<file path="src/core/iepf_pkg.sv">
// Purpose: shared constants for interrupt entry, return and power-fail handling
// Assumes: one processor clock at 250 MHz, 16-bit location counter, 8-bit accumulator
// Notes: line n is masked by mask bit (NUM_LINES-1-n), so 8'h40 opens line 1
//
// Notes on behaviour
// RULE1 - accepting an interrupt clears the global enable until software sets it again
// RULE2 - entry stores interrupted location counter with old enable in bit 14
// RULE3 - indirect branch through a word with enable bit set resumes and re-enables
// RULE4 - power-fail line obeys its mask bit but ignores the global enable
// RULE5 - after power returns, execution restarts at location 0000
// RULE6 - command 03 signals power-down and halts the processor
// RULE7 - command 80 copies the carry flag onto the serial output port
// RULE8 - running clock, unmasked and enabled, requests an interrupt every millisecond
// RULE9 - command 28 starts the clock, sets enable, accumulator gives the mask
// RULE10 - mask value 40 opens only line 1, where the clock is wired
// RULE11 - serial input may be wired externally to a line, low level requests; the lines here request on a high level
// RULE12 - command 10 copies the serial input level into the carry flag
// RULE13 - service starts at the word after the stored return word
// RULE14 - entries sit at fixed addresses eight bytes apart, line 1 at 0108

package iepf_pkg;

    // ****************************************************************
    // widths and line layout
    // ****************************************************************
    localparam int NUM_LINES = 8;
    localparam int LINE_W = 3;
    localparam int ADDR_W = 16;
    localparam int DATA_W = 8;
    localparam int EXT_LINES = NUM_LINES - 1;
    localparam logic [LINE_W-1:0] POWER_FAIL_LINE = 3'h0;
    localparam logic [LINE_W-1:0] CLOCK_LINE = 3'h1;
    localparam int FIRST_EXT_LINE = 1;

    // ****************************************************************
    // addresses
    // ****************************************************************
    localparam logic [ADDR_W-1:0] ENTRY_BASE = 16'h0100;
    localparam logic [ADDR_W-1:0] ENTRY_STRIDE = 16'h0008;
    localparam logic [ADDR_W-1:0] SERVICE_OFFSET = 16'h0002;
    localparam logic [ADDR_W-1:0] RESTART_ADDR = 16'h0000;
    localparam int ENABLE_BIT = 14;
    localparam logic [ADDR_W-1:0] ENABLE_FLAG = 16'h4000;

    // ****************************************************************
    // command codes
    // ****************************************************************
    localparam logic [DATA_W-1:0] CMD_POWER_DOWN = 8'h03;
    localparam logic [DATA_W-1:0] CMD_ENABLE = 8'h08;
    localparam logic [DATA_W-1:0] CMD_SERIAL_IN = 8'h10;
    localparam logic [DATA_W-1:0] CMD_CLOCK_START = 8'h28;
    localparam logic [DATA_W-1:0] CMD_SERIAL_OUT = 8'h80;

    // ****************************************************************
    // reset values
    // ****************************************************************
    localparam logic [DATA_W-1:0] MASK_RESET = 8'h00;
    localparam logic SERIAL_IDLE = 1'b1;

    // ****************************************************************
    // timing
    // ****************************************************************
    localparam int CLOCK_PERIOD_NS = 4;
    localparam int TICK_TIME_NS = 1000000;
    localparam int TICK_CYCLES = TICK_TIME_NS / CLOCK_PERIOD_NS;

    typedef enum logic {
        st_run,
        st_halt
    } iepf_state_e;

endpackage

</file>
<file path="src/core/iepf_sync.sv">
// Purpose: three-stage synchroniser with agreement filter, one per bit
// Assumes: inputs are asynchronous levels
// Notes: output moves only when the second and third stages agree

`timescale 1ns/1ns

module iepf_sync #(
    parameter int WIDTH = 1,
    parameter logic [WIDTH-1:0] RESET_VAL = '0
) (
    // clock and reset
    input wire logic clock,
    input wire logic sys_rst,
    // raw and filtered levels
    input wire logic [WIDTH-1:0] async_in,
    output logic [WIDTH-1:0] level
);

    logic [WIDTH-1:0] stage1;
    logic [WIDTH-1:0] stage2;
    logic [WIDTH-1:0] stage3;
    logic [WIDTH-1:0] next_level;

    // ****************************************************************
    // per-bit filter
    // ****************************************************************
    // stage1 feeds only stage2, so no logic ever sees a metastable value
    genvar i;
    generate
        for (i = 0; i < WIDTH; i++) begin : g_bit
            always_comb begin
                next_level[i] = (stage2[i] == stage3[i]) ? stage3[i] : level[i];
            end
        end
    endgenerate

    always_ff @(posedge clock) begin
        if (sys_rst) begin
            stage1 <= RESET_VAL;
            stage2 <= RESET_VAL;
            stage3 <= RESET_VAL;
            level <= RESET_VAL;
        end else begin
            stage1 <= async_in;
            stage2 <= stage1;
            stage3 <= stage2;
            level <= next_level;
        end
    end

endmodule

</file>
<file path="src/core/iepf_top.sv">
// Purpose: interrupt entry and return, power-fail, restart, clock tick and serial port
// Assumes: the core reports instruction boundaries, commands and indirect branches
// Notes: all outputs registered, so every effect of a core input shows one cycle after its cause; pin effects also wait on the synchronisers

`timescale 1ns/1ns

module iepf_top #(
    parameter int TICK_CYCLES = iepf_pkg::TICK_CYCLES
) (
    // clock and reset
    input wire logic clock,
    input wire logic sys_rst,
    // core status
    input wire logic insn_boundary,
    input wire logic [iepf_pkg::ADDR_W-1:0] location_counter,
    input wire logic carry_flag,
    input wire logic [iepf_pkg::DATA_W-1:0] accumulator,
    // command instruction
    input wire logic cmd_valid,
    input wire logic [iepf_pkg::DATA_W-1:0] cmd_code,
    // indirect branch
    input wire logic branch_ind_valid,
    input wire logic [iepf_pkg::ADDR_W-1:0] branch_word,
    // pins
    input wire logic power_fail,
    input wire logic power_ok,
    input wire logic [iepf_pkg::EXT_LINES-1:0] ext_irq,
    input wire logic serial_in,
    // interrupt state
    output logic int_enable,
    output logic [iepf_pkg::DATA_W-1:0] int_mask,
    output logic irq_taken,
    output logic [iepf_pkg::LINE_W-1:0] irq_line,
    // return word store
    output logic save_write,
    output logic [iepf_pkg::ADDR_W-1:0] save_addr,
    output logic [iepf_pkg::ADDR_W-1:0] save_data,
    // location counter load
    output logic pc_load,
    output logic [iepf_pkg::ADDR_W-1:0] pc_value,
    // carry and serial port
    output logic carry_load,
    output logic carry_value,
    output logic serial_out,
    // power and run state
    output logic power_down,
    output logic halted,
    output logic clock_running
);
    import iepf_pkg::*;

    localparam int TICK_W = (TICK_CYCLES > 1) ? $clog2(TICK_CYCLES) : 1;
    localparam logic [TICK_W-1:0] TICK_LAST = TICK_W'(TICK_CYCLES - 1);
    localparam logic [TICK_W-1:0] TICK_ZERO = '0;

    // ****************************************************************
    // synchronised pins
    // ****************************************************************
    logic pf_level;
    logic pok_level;
    logic ser_level;
    logic [EXT_LINES-1:0] ext_level;

    iepf_sync #(.WIDTH(1), .RESET_VAL(1'b0)) u_sync_pf (
        .clock(clock),
        .sys_rst(sys_rst),
        .async_in(power_fail),
        .level(pf_level)
    );

    iepf_sync #(.WIDTH(1), .RESET_VAL(1'b1)) u_sync_pok (
        .clock(clock),
        .sys_rst(sys_rst),
        .async_in(power_ok),
        .level(pok_level)
    );

    iepf_sync #(.WIDTH(1), .RESET_VAL(SERIAL_IDLE)) u_sync_ser (
        .clock(clock),
        .sys_rst(sys_rst),
        .async_in(serial_in),
        .level(ser_level)
    );

    iepf_sync #(.WIDTH(EXT_LINES), .RESET_VAL('0)) u_sync_ext (
        .clock(clock),
        .sys_rst(sys_rst),
        .async_in(ext_irq),
        .level(ext_level)
    );

    // ****************************************************************
    // millisecond clock
    // ****************************************************************
    logic [TICK_W-1:0] tick_count;
    logic [TICK_W-1:0] next_tick_count;
    logic tick;

    // free counting only while started; the first start begins a full period, a later command 28 leaves the count running
    always_comb begin
        next_tick_count = TICK_ZERO;
        tick = 1'b0;
        if (clock_running) begin
            if (tick_count == TICK_LAST) begin
                tick = 1'b1; // see RULE8
            end else begin
                next_tick_count = tick_count + 1'b1;
            end
        end
    end

    always_ff @(posedge clock) begin
        if (sys_rst) begin
            tick_count <= TICK_ZERO;
        end else begin
            tick_count <= next_tick_count;
        end
    end

    // ****************************************************************
    // request vector and priority
    // ****************************************************************
    logic pf_prev;
    logic pok_prev;
    logic pf_pend;
    logic tick_pend;
    logic [NUM_LINES-1:0] line_req;
    logic [NUM_LINES-1:0] eligible;
    logic any_eligible;
    logic [LINE_W-1:0] win_line;

    assign line_req[POWER_FAIL_LINE] = pf_pend;

    genvar g;
    generate
        for (g = FIRST_EXT_LINE; g < NUM_LINES; g++) begin : g_line
            if (g == CLOCK_LINE) begin : g_clk
                assign line_req[g] = tick_pend | ext_level[g-FIRST_EXT_LINE];
            end else begin : g_ext
                // a serial line wired here by the board requests on its high level
                assign line_req[g] = ext_level[g-FIRST_EXT_LINE]; // see RULE11
            end
            // see RULE10
            assign eligible[g] = line_req[g] & int_mask[NUM_LINES-1-g] & int_enable;
        end
    endgenerate

    // power fail ignores the global enable
    assign eligible[POWER_FAIL_LINE] = pf_pend & int_mask[NUM_LINES-1]; // see RULE4

    // lowest line number wins
    always_comb begin
        win_line = POWER_FAIL_LINE;
        any_eligible = 1'b0;
        for (int i = NUM_LINES - 1; i >= 0; i--) begin
            if (eligible[i]) begin
                win_line = LINE_W'(i);
                any_eligible = 1'b1;
            end
        end
    end

    // ****************************************************************
    // control group
    // ****************************************************************
    iepf_state_e state;
    iepf_state_e next_state;
    logic pf_rise;
    logic restart;
    logic take;
    logic [ADDR_W-1:0] entry_addr;
    logic next_int_enable;
    logic [DATA_W-1:0] next_int_mask;
    logic next_irq_taken;
    logic [LINE_W-1:0] next_irq_line;
    logic next_save_write;
    logic [ADDR_W-1:0] next_save_addr;
    logic [ADDR_W-1:0] next_save_data;
    logic next_pc_load;
    logic [ADDR_W-1:0] next_pc_value;
    logic next_carry_load;
    logic next_carry_value;
    logic next_serial_out;
    logic next_power_down;
    logic next_clock_running;
    logic next_pf_pend;
    logic next_tick_pend;
    logic pf_clear;
    logic tick_clear;

    assign pf_rise = pf_level & ~pf_prev;
    assign restart = pok_level & ~pok_prev;
    // interrupts are taken only at a boundary with no instruction effect pending
    assign take = (state == st_run) & insn_boundary & any_eligible & ~cmd_valid &
        ~branch_ind_valid & ~restart;
    assign entry_addr = ENTRY_BASE + ADDR_W'(ADDR_W'(win_line) * ENTRY_STRIDE); // see RULE14

    always_comb begin
        next_state = state;
        next_int_enable = int_enable;
        next_int_mask = int_mask;
        next_irq_taken = 1'b0;
        next_irq_line = irq_line;
        next_save_write = 1'b0;
        next_save_addr = save_addr;
        next_save_data = save_data;
        next_pc_load = 1'b0;
        next_pc_value = pc_value;
        next_carry_load = 1'b0;
        next_carry_value = carry_value;
        next_serial_out = serial_out;
        next_power_down = power_down;
        next_clock_running = clock_running;
        pf_clear = 1'b0;
        tick_clear = 1'b0;
        if (restart) begin
            next_state = st_run;
            next_pc_load = 1'b1;
            next_pc_value = RESTART_ADDR; // see RULE5
            next_power_down = 1'b0;
            next_int_enable = 1'b0;
            pf_clear = 1'b1;
        end else if (state == st_run) begin
            if (branch_ind_valid) begin
                next_pc_load = 1'b1;
                next_pc_value = branch_word & ~ENABLE_FLAG;
                if (branch_word[ENABLE_BIT]) begin
                    next_int_enable = 1'b1; // see RULE3
                end
            end else if (cmd_valid) begin
                unique case (cmd_code)
                    CMD_POWER_DOWN: begin
                        next_power_down = 1'b1; // see RULE6
                        next_state = st_halt;
                    end
                    CMD_ENABLE: begin
                        next_int_enable = 1'b1;
                    end
                    CMD_SERIAL_IN: begin
                        next_carry_load = 1'b1;
                        next_carry_value = ser_level; // see RULE12
                    end
                    CMD_CLOCK_START: begin
                        next_clock_running = 1'b1; // see RULE9
                        next_int_enable = 1'b1;
                        next_int_mask = accumulator;
                    end
                    CMD_SERIAL_OUT: begin
                        next_serial_out = carry_flag; // see RULE7
                    end
                    default: begin
                    end
                endcase
            end else if (take) begin
                next_int_enable = 1'b0; // see RULE1
                next_irq_taken = 1'b1;
                next_irq_line = win_line;
                next_save_write = 1'b1;
                next_save_addr = entry_addr;
                // see RULE2
                next_save_data = (location_counter & ~ENABLE_FLAG) |
                    (int_enable ? ENABLE_FLAG : '0);
                next_pc_load = 1'b1;
                next_pc_value = entry_addr + SERVICE_OFFSET; // see RULE13
                pf_clear = (win_line == POWER_FAIL_LINE);
                tick_clear = (win_line == CLOCK_LINE);
            end
        end
        // a new event in the clearing cycle survives the clear
        next_pf_pend = pf_rise | (pf_pend & ~pf_clear);
        next_tick_pend = tick | (tick_pend & ~tick_clear); // see RULE8
    end

    always_ff @(posedge clock) begin
        if (sys_rst) begin
            state <= st_run;
            pf_prev <= 1'b0;
            pok_prev <= 1'b1;
            pf_pend <= 1'b0;
            tick_pend <= 1'b0;
            int_enable <= 1'b0;
            int_mask <= MASK_RESET;
            irq_taken <= 1'b0;
            irq_line <= POWER_FAIL_LINE;
            save_write <= 1'b0;
            save_addr <= RESTART_ADDR;
            save_data <= RESTART_ADDR;
            pc_load <= 1'b0;
            pc_value <= RESTART_ADDR;
            carry_load <= 1'b0;
            carry_value <= 1'b0;
            serial_out <= SERIAL_IDLE;
            power_down <= 1'b0;
            halted <= 1'b0;
            clock_running <= 1'b0;
        end else begin
            state <= next_state;
            pf_prev <= pf_level;
            pok_prev <= pok_level;
            pf_pend <= next_pf_pend;
            tick_pend <= next_tick_pend;
            int_enable <= next_int_enable;
            int_mask <= next_int_mask;
            irq_taken <= next_irq_taken;
            irq_line <= next_irq_line;
            save_write <= next_save_write;
            save_addr <= next_save_addr;
            save_data <= next_save_data;
            pc_load <= next_pc_load;
            pc_value <= next_pc_value;
            carry_load <= next_carry_load;
            carry_value <= next_carry_value;
            serial_out <= next_serial_out;
            power_down <= next_power_down;
            halted <= (next_state == st_halt);
            clock_running <= next_clock_running;
        end
    end

endmodule

</file>
<file path="config.mk">
export PLATFORM = sky130hd
export DESIGN_NAME = iepf_top
export DESIGN_NICKNAME = d
export VERILOG_FILES = /design/src/core/iepf_pkg.sv /design/src/core/iepf_sync.sv /design/src/core/iepf_top.sv
export SDC_FILE = /design/constraint.sdc
export NUM_CORES = 1
export LEC_CHECK = 0
export ABC_AREA = 1
export BUFFER_PORTS_ARGS = -buffer_cell sky130_fd_sc_hd__buf_4
export CORE_ASPECT_RATIO = 0.8
export CORE_MARGIN = 2
export CORE_UTILIZATION = 51
export DETAILED_ROUTE_END_ITERATION = 8
export GPL_TIMING_DRIVEN = 0
export PLACE_DENSITY_LB_ADDON = 0.12
export SLEW_MARGIN = 20
export SYNTH_ARGS = -nofsm -noshare
export SYNTH_HDL_FRONTEND = slang
export SYNTH_SLANG_ARGS = --single-unit
</file>
<file path="constraint.sdc">
create_clock -name clock -period 1.65 [get_ports clock]
set_input_delay 0.2475 -clock clock [delete_from_list [all_inputs] [get_ports clock]]
set_output_delay 0.2475 -clock clock [all_outputs]
set_load 0.02 [all_outputs]
</file>
==> impl_metrics.tcl, run 1 <==
set metrics [dict create \
    outcome "completed" \
    synth_area_leaders "dfxtp_1 51%, nor2_1 10%, nand2_1 6.5%" \
    area_delta_synth_final_pct 43.10 \
    r2r_slack_ns 0.07 \
    wl_per_cell_um 12.51 \
    dieHeight_um 88.15 \
    leakagePower_uw 0.002913 \
    reg2reg_from "tick_count[1]$_SDFF_PP0_" \
    synth_cell_type_count 41 \
    yosysWarningCount 0 \
    critical_path_required_ns 2.05 \
    wl_met3_um 732 \
    layout_setup_ws_ns 0.06917 \
    layout_min_cycle_time_ns 1.581 \
    fmax_mhz 632.6 \
    placedCellCount 818 \
    numCtsBuffers 17 \
    crit_arrival_ns 1.98 \
    dr.max_layer_used "met4" \
    layout.nets 815 \
    power_frac_seq_pct 42.0 \
    clock_power_share_pct 50.9 \
    min_path_cells 3 \
    swShare_pct 20.89 \
    grt_pass1_vias 3782 \
    synth_top_cell_by_area "dfxtp_1" \
    cts_root_buffer "clkbuf_8" \
    syn-cell-area_mm2 0.004514 \
    combPwrFrac_pct 7.0 \
    post_dp_cell_area_mm2 0.005585 \
    clock_sink_count 114 \
    maxSlewViolCount 0 \
    p_switching_uw 1413 \
    timing_worst_slew_pin_value_ns 0.5251 \
    finalWirelength_mm 10.91 \
    final_cell_mix "144 x buf_4, 115 x nor2_1, 111 x dfxtp_1" \
    fillers 622 \
    path_delay_family "simple AND/OR/NAND/NOR gates" \
    dieWidth_um 109.2 \
    insertion_delay_ns 0.51 \
    antenna_left 0 \
    grt_usage_pct 22.44 \
    place_ws_ns -0.1097 \
    power_uw 6764 \
    clkTransAtPathRegs_ns 0.06 \
    hold_path_end "int_mask[5]$_SDFFE_PP0P_" \
    critPathSlowestCell "dfxtp_2" \
    ys_seq_elements 114 \
    grt-ovfl-total 0 \
    grt_pass1_wl_mm 16.93 \
    cp-start-kind "register" \
    slowest_delay_ns 0.35 \
    seq_area_frac_synth_pct 50.55 \
    cts_tree "yes" \
    setup_viol 0 \
    wl_met2_mm 5.228 \
    core_mm2 0.008558 \
    power.density_mw_per_mm2 1047 \
    worstHoldStart "accumulator[5]" \
    p_int_uw 5350 \
    hold_viol 0 \
    ir_drop_v 0.0006475 \
    diodes 0 \
    final_area_mm2 0.006460 \
    place.gp.congestion 0.8384 \
    fin_cells 872 \
    portBuffers 118 \
    vias 4138 \
    skew_ns 0.01245 \
    dieArea_mm2 0.009625 \
    syn_avg_cell_area_um2 7.837 \
    synth_cells 576 \
    crit_path_cell_trace "ha_2 > nand2_2 > nor2_4 > inv_2 > nor2_2 > nand3_1 > nand2_2 > buf_8 > a21oi_1" \
    maxCapViolCount 0 \
    drtIter0Drc 210 \
    start_util_pct 52.75 \
    cp_max_fo 10 \
    antenna_found_initial 0 \
    post-route-period-util_pct 95.81 \
    drc 0 \
    min_path_type "primary input to register" \
    critical_path_buf_inv_count 2 \
    cp-end-kind "register" \
    cts_max_level 4 \
    final_common_cell "buf_4" \
    r2r_end "tick_count[6]$_SDFF_PP0_" \
    clock_path_buffers 2 \
    reg2regPathDepth 9 \
    num_rows 30 \
    synth_top_area_share_pct 50.55 \
    drive_gt1_share_pct 31.32 \
    cp_common_cell "nand2_2" \
    slew_headroom_pct 65.00 \
    dpl.hpwl_mm 7.567 \
    grt_max_degree 17 \
    criticalPathCategory "register to register" \
    vias_per_cell 4.745 \
    wl_met1_mm 4.911 \
    drtPass1Iterations 4 \
    io_pins 133 \
]
[power groups by stage]
stage	Sequential (uW)	Combinational (uW)	Clock, uW
floorplan	2920	205	0
global placement	2890	429	0
detailed placement	2900	436	0
CTS	2840	475	3480
global route	2840	523	3620
finish	2840	477	3450
[sequential cells by signal, indices dropped and copies added (netlist names), 2 cells and up]
register and cells:
irq_line 2, u_sync_ext.stage1 7, u_sync_ext.level 7, save_addr 2, tick_count 18, save_data 16, int_mask 8, u_sync_ext.stage2 7
u_sync_ext.stage3 7, pc_value 15
[area by class of cell]
class / count / area, um^2 / area share (%)
clock buffer: 22 / 442.9 / 6.856
multi-input combinational: 369 / 1856 / 28.72
timing repair buffer: 143 / 1121 / 17.35
tap: 112 / 140.1 / 2.169
inverter: 71 / 269.0 / 4.164
clock inverter: 7 / 110.1 / 1.704
sequential: 114 / 2286 / 35.39
buffer: 34 / 235.2 / 3.641
[stage by stage]
step | util, % | hold WS (ns) | setup TNS, ns
finish | 75.48 | 0.008008 | 0
CTS | 74.09 | 0.001926 | 0
detailed placement | 65.26 | 0.3927 | -0.5599
global route | 75.48 | 0.007107 | -0.2488
global placement | 65.26 | 0.3886 | -0.05544
floorplan | - | 0.3513 | 0
[cells in the mapped netlist (all sizes together)]
cell,count
o21bai,2
nand2,92
o211a,1
nor3b,2
clkbuf,10
a211oi,2
buf,24
nor3,7
xor2,3
conb,1
nor4,7
o21a,1
inv,71
nor2,123
xnor2,1
ha,1
nand3,17
o21ai,44
a31oi,1
a21oi,34
or2,9
dfxtp,114
nand4,9
[what timing repair did]
| action | in CTS | in global routing |
|---|---|---|
| setup buffers | 0 | 6 |
| hold buffers | 19 | 0 |
| hold endpoints to repair | 19 | 0 |
| pin swaps | 0 | 6 |
| setup endpoints to repair | 14 | 31 |
| gates resized for setup | 4 | 23 |
[tightest hold or removal path, cell delays in order]
cell	delay, ns
buf_4	0.07
o21ai_0	0.07
nor2_1	0.08
[worst max-delay path by stage]
stage	startpoint	slack, ns	cells after the start	to
2_1_floorplan	int_enable$_SDFFE_PP0P_	0.15	13	pc_value[5]$_SDFFE_PP0P_
3_3_place_gp	tick_count[0]$_SDFF_PP0_	-0.06	10	tick_count[12]$_SDFF_PP0_
3_5_place_dp	tick_count[0]$_SDFF_PP0_	-0.11	10	tick_count[12]$_SDFF_PP0_
4_1_cts	tick_count[0]$_SDFF_PP0_	0.02	10	tick_count[12]$_SDFF_PP0_
5_1_grt	tick_count[0]$_SDFF_PP0_	-0.03	9	tick_count[8]$_SDFF_PP0_
6_report	tick_count[1]$_SDFF_PP0_	0.07	9	tick_count[6]$_SDFF_PP0_
[kinds of logic (layout without fill, tap and decap cells)]
logic type / count (synthesis) / after routing / share of synthesized area [%]
other cells: 1 / 13 / 0.08307
xor+xnor: 4 / 4 / 0.7762
flops: 114 / 114 / 50.55
compound gates: 85 / 85 / 10.84
fa+ha+maj: 1 / 1 / 0.2771
buf+inv: 105 / 277 / 11.00
simple gates: 266 / 266 / 26.47
[per-layer routing]
layer	vias to the layer above	GRT usage, %
met3	4	6.622
met5	-	0
met4	0	6.214
met2	110	37.94
met1	1896	28.12
li1	2128	-
No activity file was read; power rests on OpenSTA's default activity.
==> inputs of run 2 (changes only) <==
- SYNTH_HIERARCHICAL: default -> 1
==> run 2 against run 1 <==
Net effect: design area is 4.1% higher; non-clock buffer count rose by 18; synthesized area increased by 0.30%; die area increased by 0.29%; routed wire length up 13%; sequential cell count stayed put; largest power group unchanged; global-route usage increased by 2.4 points; total power up 1.5%; sequential share of layout area shrank 1.4 points; clock skew is 0.0038 ns lower.
==> impl_metrics.tcl, run 2 <==
set metrics [dict create \
    hold_viol 0 \
    grt_util_met2_pct 42.65 \
    wl_per_cell_um 13.60 \
    syn-cell-area_mm2 0.004528 \
    synth_area_leaders "dfxtp_1 50%, nand2_1 10%, nor2_1 7.0%" \
    synthArstFlopShare_pct 0 \
    grt_pass1_wl_mm 18.52 \
    drtPass1Iterations 6 \
    r2r_end "pc_value[9]$_SDFFE_PP0P_" \
    dieHeight_um 88.28 \
    synth.most_common_cell "nand2_1" \
    grt_busiest_layer "met2" \
    dieArea_mm2 0.009653 \
    p_int_uw 5418 \
    synthTopCellsByCount "121 x nand2_1, 114 x dfxtp_1, 85 x nor2_1" \
    final_common_cell "buf_4" \
    worstHoldStart "branch_word[12]" \
    cp-end-kind "register" \
    criticalPathCategory "register to register" \
    outcome "completed" \
    fmax_mhz 631.7 \
    p_switching_uw 1450 \
    combPwrFrac_pct 7.8 \
    power_frac_seq_pct 41.4 \
    cp-start-kind "register" \
    grt_setup_unrepaired "yes" \
    synth_top_area_share_pct 50.40 \
    min_path_type "primary input to register" \
    critical_path_required_ns 2.09 \
    grt_max_degree 18 \
    diodes 0 \
    synth_top_family_by_area "simple AND/OR/NAND/NOR gates" \
    clock_sink_count 114 \
    synth_top_cell_by_area "dfxtp_1" \
    reg2regPathDepth 13 \
    cts_max_level 4 \
    skew_ns 0.008628 \
    antenna_left 0 \
    swShare_pct 21.11 \
    clock_path_buffers 2 \
    yosys.area_share.simple_pct 27.00 \
    r2r_slack_ns 0.07 \
    io_pins 133 \
    antenna_found_initial 0 \
    grt_usage_pct 24.82 \
    yosysWarningCount 6 \
    clkTransAtPathRegs_ns 0.05 \
    leakagePower_uw 0.003067 \
    grt_pass1_vias 4012 \
    slew_headroom_pct 48.75 \
    place.gp.congestion 0.8222 \
    seq_area_frac_synth_pct 50.40 \
    ir_drop_v 0.0006794 \
    portBuffers 118 \
    vias 4439 \
    reg2reg_from "int_enable$_SDFFE_PP0P_" \
    drc 0 \
    synth_cells 588 \
    cts_root_buffer "clkbuf_8" \
    timing_worst_slew_pin_value_ns 0.7646 \
    top_regs "tick_count (18), save_data (16), pc_value (15)" \
    crit_arrival_ns 2.02 \
    layout.nets 847 \
    dieWidth_um 109.4 \
    power.density_mw_per_mm2 1021 \
    drive_gt1_share_pct 29.00 \
    maxSlewViolCount 0 \
    synth_ff_type "dfxtp_1" \
    synth_compound_area_share_pct 10.31 \
    met1_usage_pct 30.12 \
    largest-register "tick_count" \
    dpl.hpwl_mm 7.835 \
    synth_cell_type_count 39 \
    finalWirelength_mm 12.31 \
    start_util_pct 52.91 \
    cts_tree "yes" \
    synth_xor_xnor_area_share_pct 0.7737 \
    insertion_delay_ns 0.51 \
    post-route-period-util_pct 95.94 \
    fillers 564 \
    maxCapViolCount 0 \
    synth.area.mux_share_pct 0 \
    area_delta_synth_final_pct 48.55 \
    final_cell_mix "142 x buf_4, 116 x nand2_1, 112 x dfxtp_1" \
    layout_min_cycle_time_ns 1.583 \
    cp_max_fo 5 \
    core_mm2 0.008558 \
    numCtsBuffers 17 \
    post-route-util_pct 78.60 \
    tns_ns 0 \
    use_met3_pct 5.965 \
    clock_power_share_pct 50.8 \
    syn_avg_cell_area_um2 7.701 \
    num_rows 30 \
    grt-ovfl-total 0 \
    largest_reg_flops 18 \
    vias_per_cell 4.905 \
    hold_path_end "pc_value[12]$_SDFFE_PP0P_" \
    power_uw 6868 \
    synth_edf_count 0 \
    min_path_cells 3 \
    synth_fa_ha_area_share_pct 0.2763 \
    drtIter0Drc 358 \
    setup_viol 0 \
    ys_seq_elements 114 \
]
[run 2: kinds of logic (layout without fill, tap and decap cells)]
kind of cell / after synthesis / count (layout)
buf+inv: 106 / 299
other cells: 1 / 13
xor+xnor: 4 / 4
fa+ha+maj: 1 / 1
compound gates: 88 / 88
simple gates: 274 / 274
flops: 114 / 114
[run 2: power groups by stage]
stage                     combinational, uW  clock, uW  sequential, uW
after global routing                    576       3660            2850
after detailed placement                427          0            2900
after global placement                  420          0            2890
after floorplan                         194          0            2920
final                                   536       3490            2840
after CTS                               504       3530            2840
[run 2: worst max-delay path, stage by stage (launching register included)]
cell     delay (ns)
dfxtp_2        0.33
buf_6          0.13
nand2_2        0.05
inv_2          0.03
nand2_2        0.07
nand2_2        0.08
nor2_4         0.13
nand2_2        0.07
nand3_4        0.10
nand2_4        0.08
nand2_4        0.11
buf_6          0.13
nand2_1        0.07
a21oi_2        0.11
[run 2: repair_timing]
action,4_1_cts,5_1_grt
gates cloned,0,2
endpoints found under the setup margin,19,60
hold buffers,38,0
pin swaps,0,11
gates resized for setup,3,38
endpoints found under the hold margin,38,0
setup buffers,0,5
[run 2: area by class of cell]
| type | instances | area [um^2] | share of cell area, % |
|---|---|---|---|
| multi-input cells | 380 | 1887 | 28.05 |
| clock inverters | 4 | 72.57 | 1.079 |
| clock buffers | 26 | 498.0 | 7.403 |
| well taps | 112 | 140.1 | 2.083 |
| flip-flops and latches | 114 | 2285 | 33.97 |
| repair buffers | 163 | 1320 | 19.62 |
| plain buffers | 32 | 244.0 | 3.627 |
| inverters | 74 | 280.3 | 4.167 |
[run 2: worst max-delay path by stage]
stage / start / to / slack [ns]
after floorplan: int_enable$_SDFFE_PP0P_ / pf_pend$_SDFF_PP0_ / 0.10
after global placement: cmd_code[7] / int_mask[6]$_SDFFE_PP0P_ / -0.17
after detailed placement: cmd_code[7] / int_mask[6]$_SDFFE_PP0P_ / -0.22
after CTS: tick_count[0]$_SDFF_PP0_ / tick_count[4]$_SDFF_PP0_ / 0.02
after global routing: int_enable$_SDFFE_PP0P_ / pc_value[2]$_SDFFE_PP0P_ / -0.05
final: int_enable$_SDFFE_PP0P_ / pc_value[9]$_SDFFE_PP0P_ / 0.07
[run 2: metrics by stage]
step	instance area [um^2]	hold WS, ns	cells	setup WS [ns]
after floorplan	4573	0.3187	600	0.1049
after global placement	5599	0.3871	830	-0.1673
after detailed placement	5599	0.3906	830	-0.2218
after CTS	6559	0.001551	898	0.02439
after global routing	6726	0.007613	905	-0.05333
final	6726	0.01316	905	0.06697
[run 2: metal layers]
| metal | vias up | wire length, um | share of wire (%) |
|---|---|---|---|
| met5 | - | 0 | 0 |
| met4 | 0 | 278 | 2.3 |
| met3 | 26 | 703 | 5.7 |
| met2 | 151 | 6100 | 50 |
| met1 | 2054 | 5225 | 42 |
| li1 | 2208 | - | - |
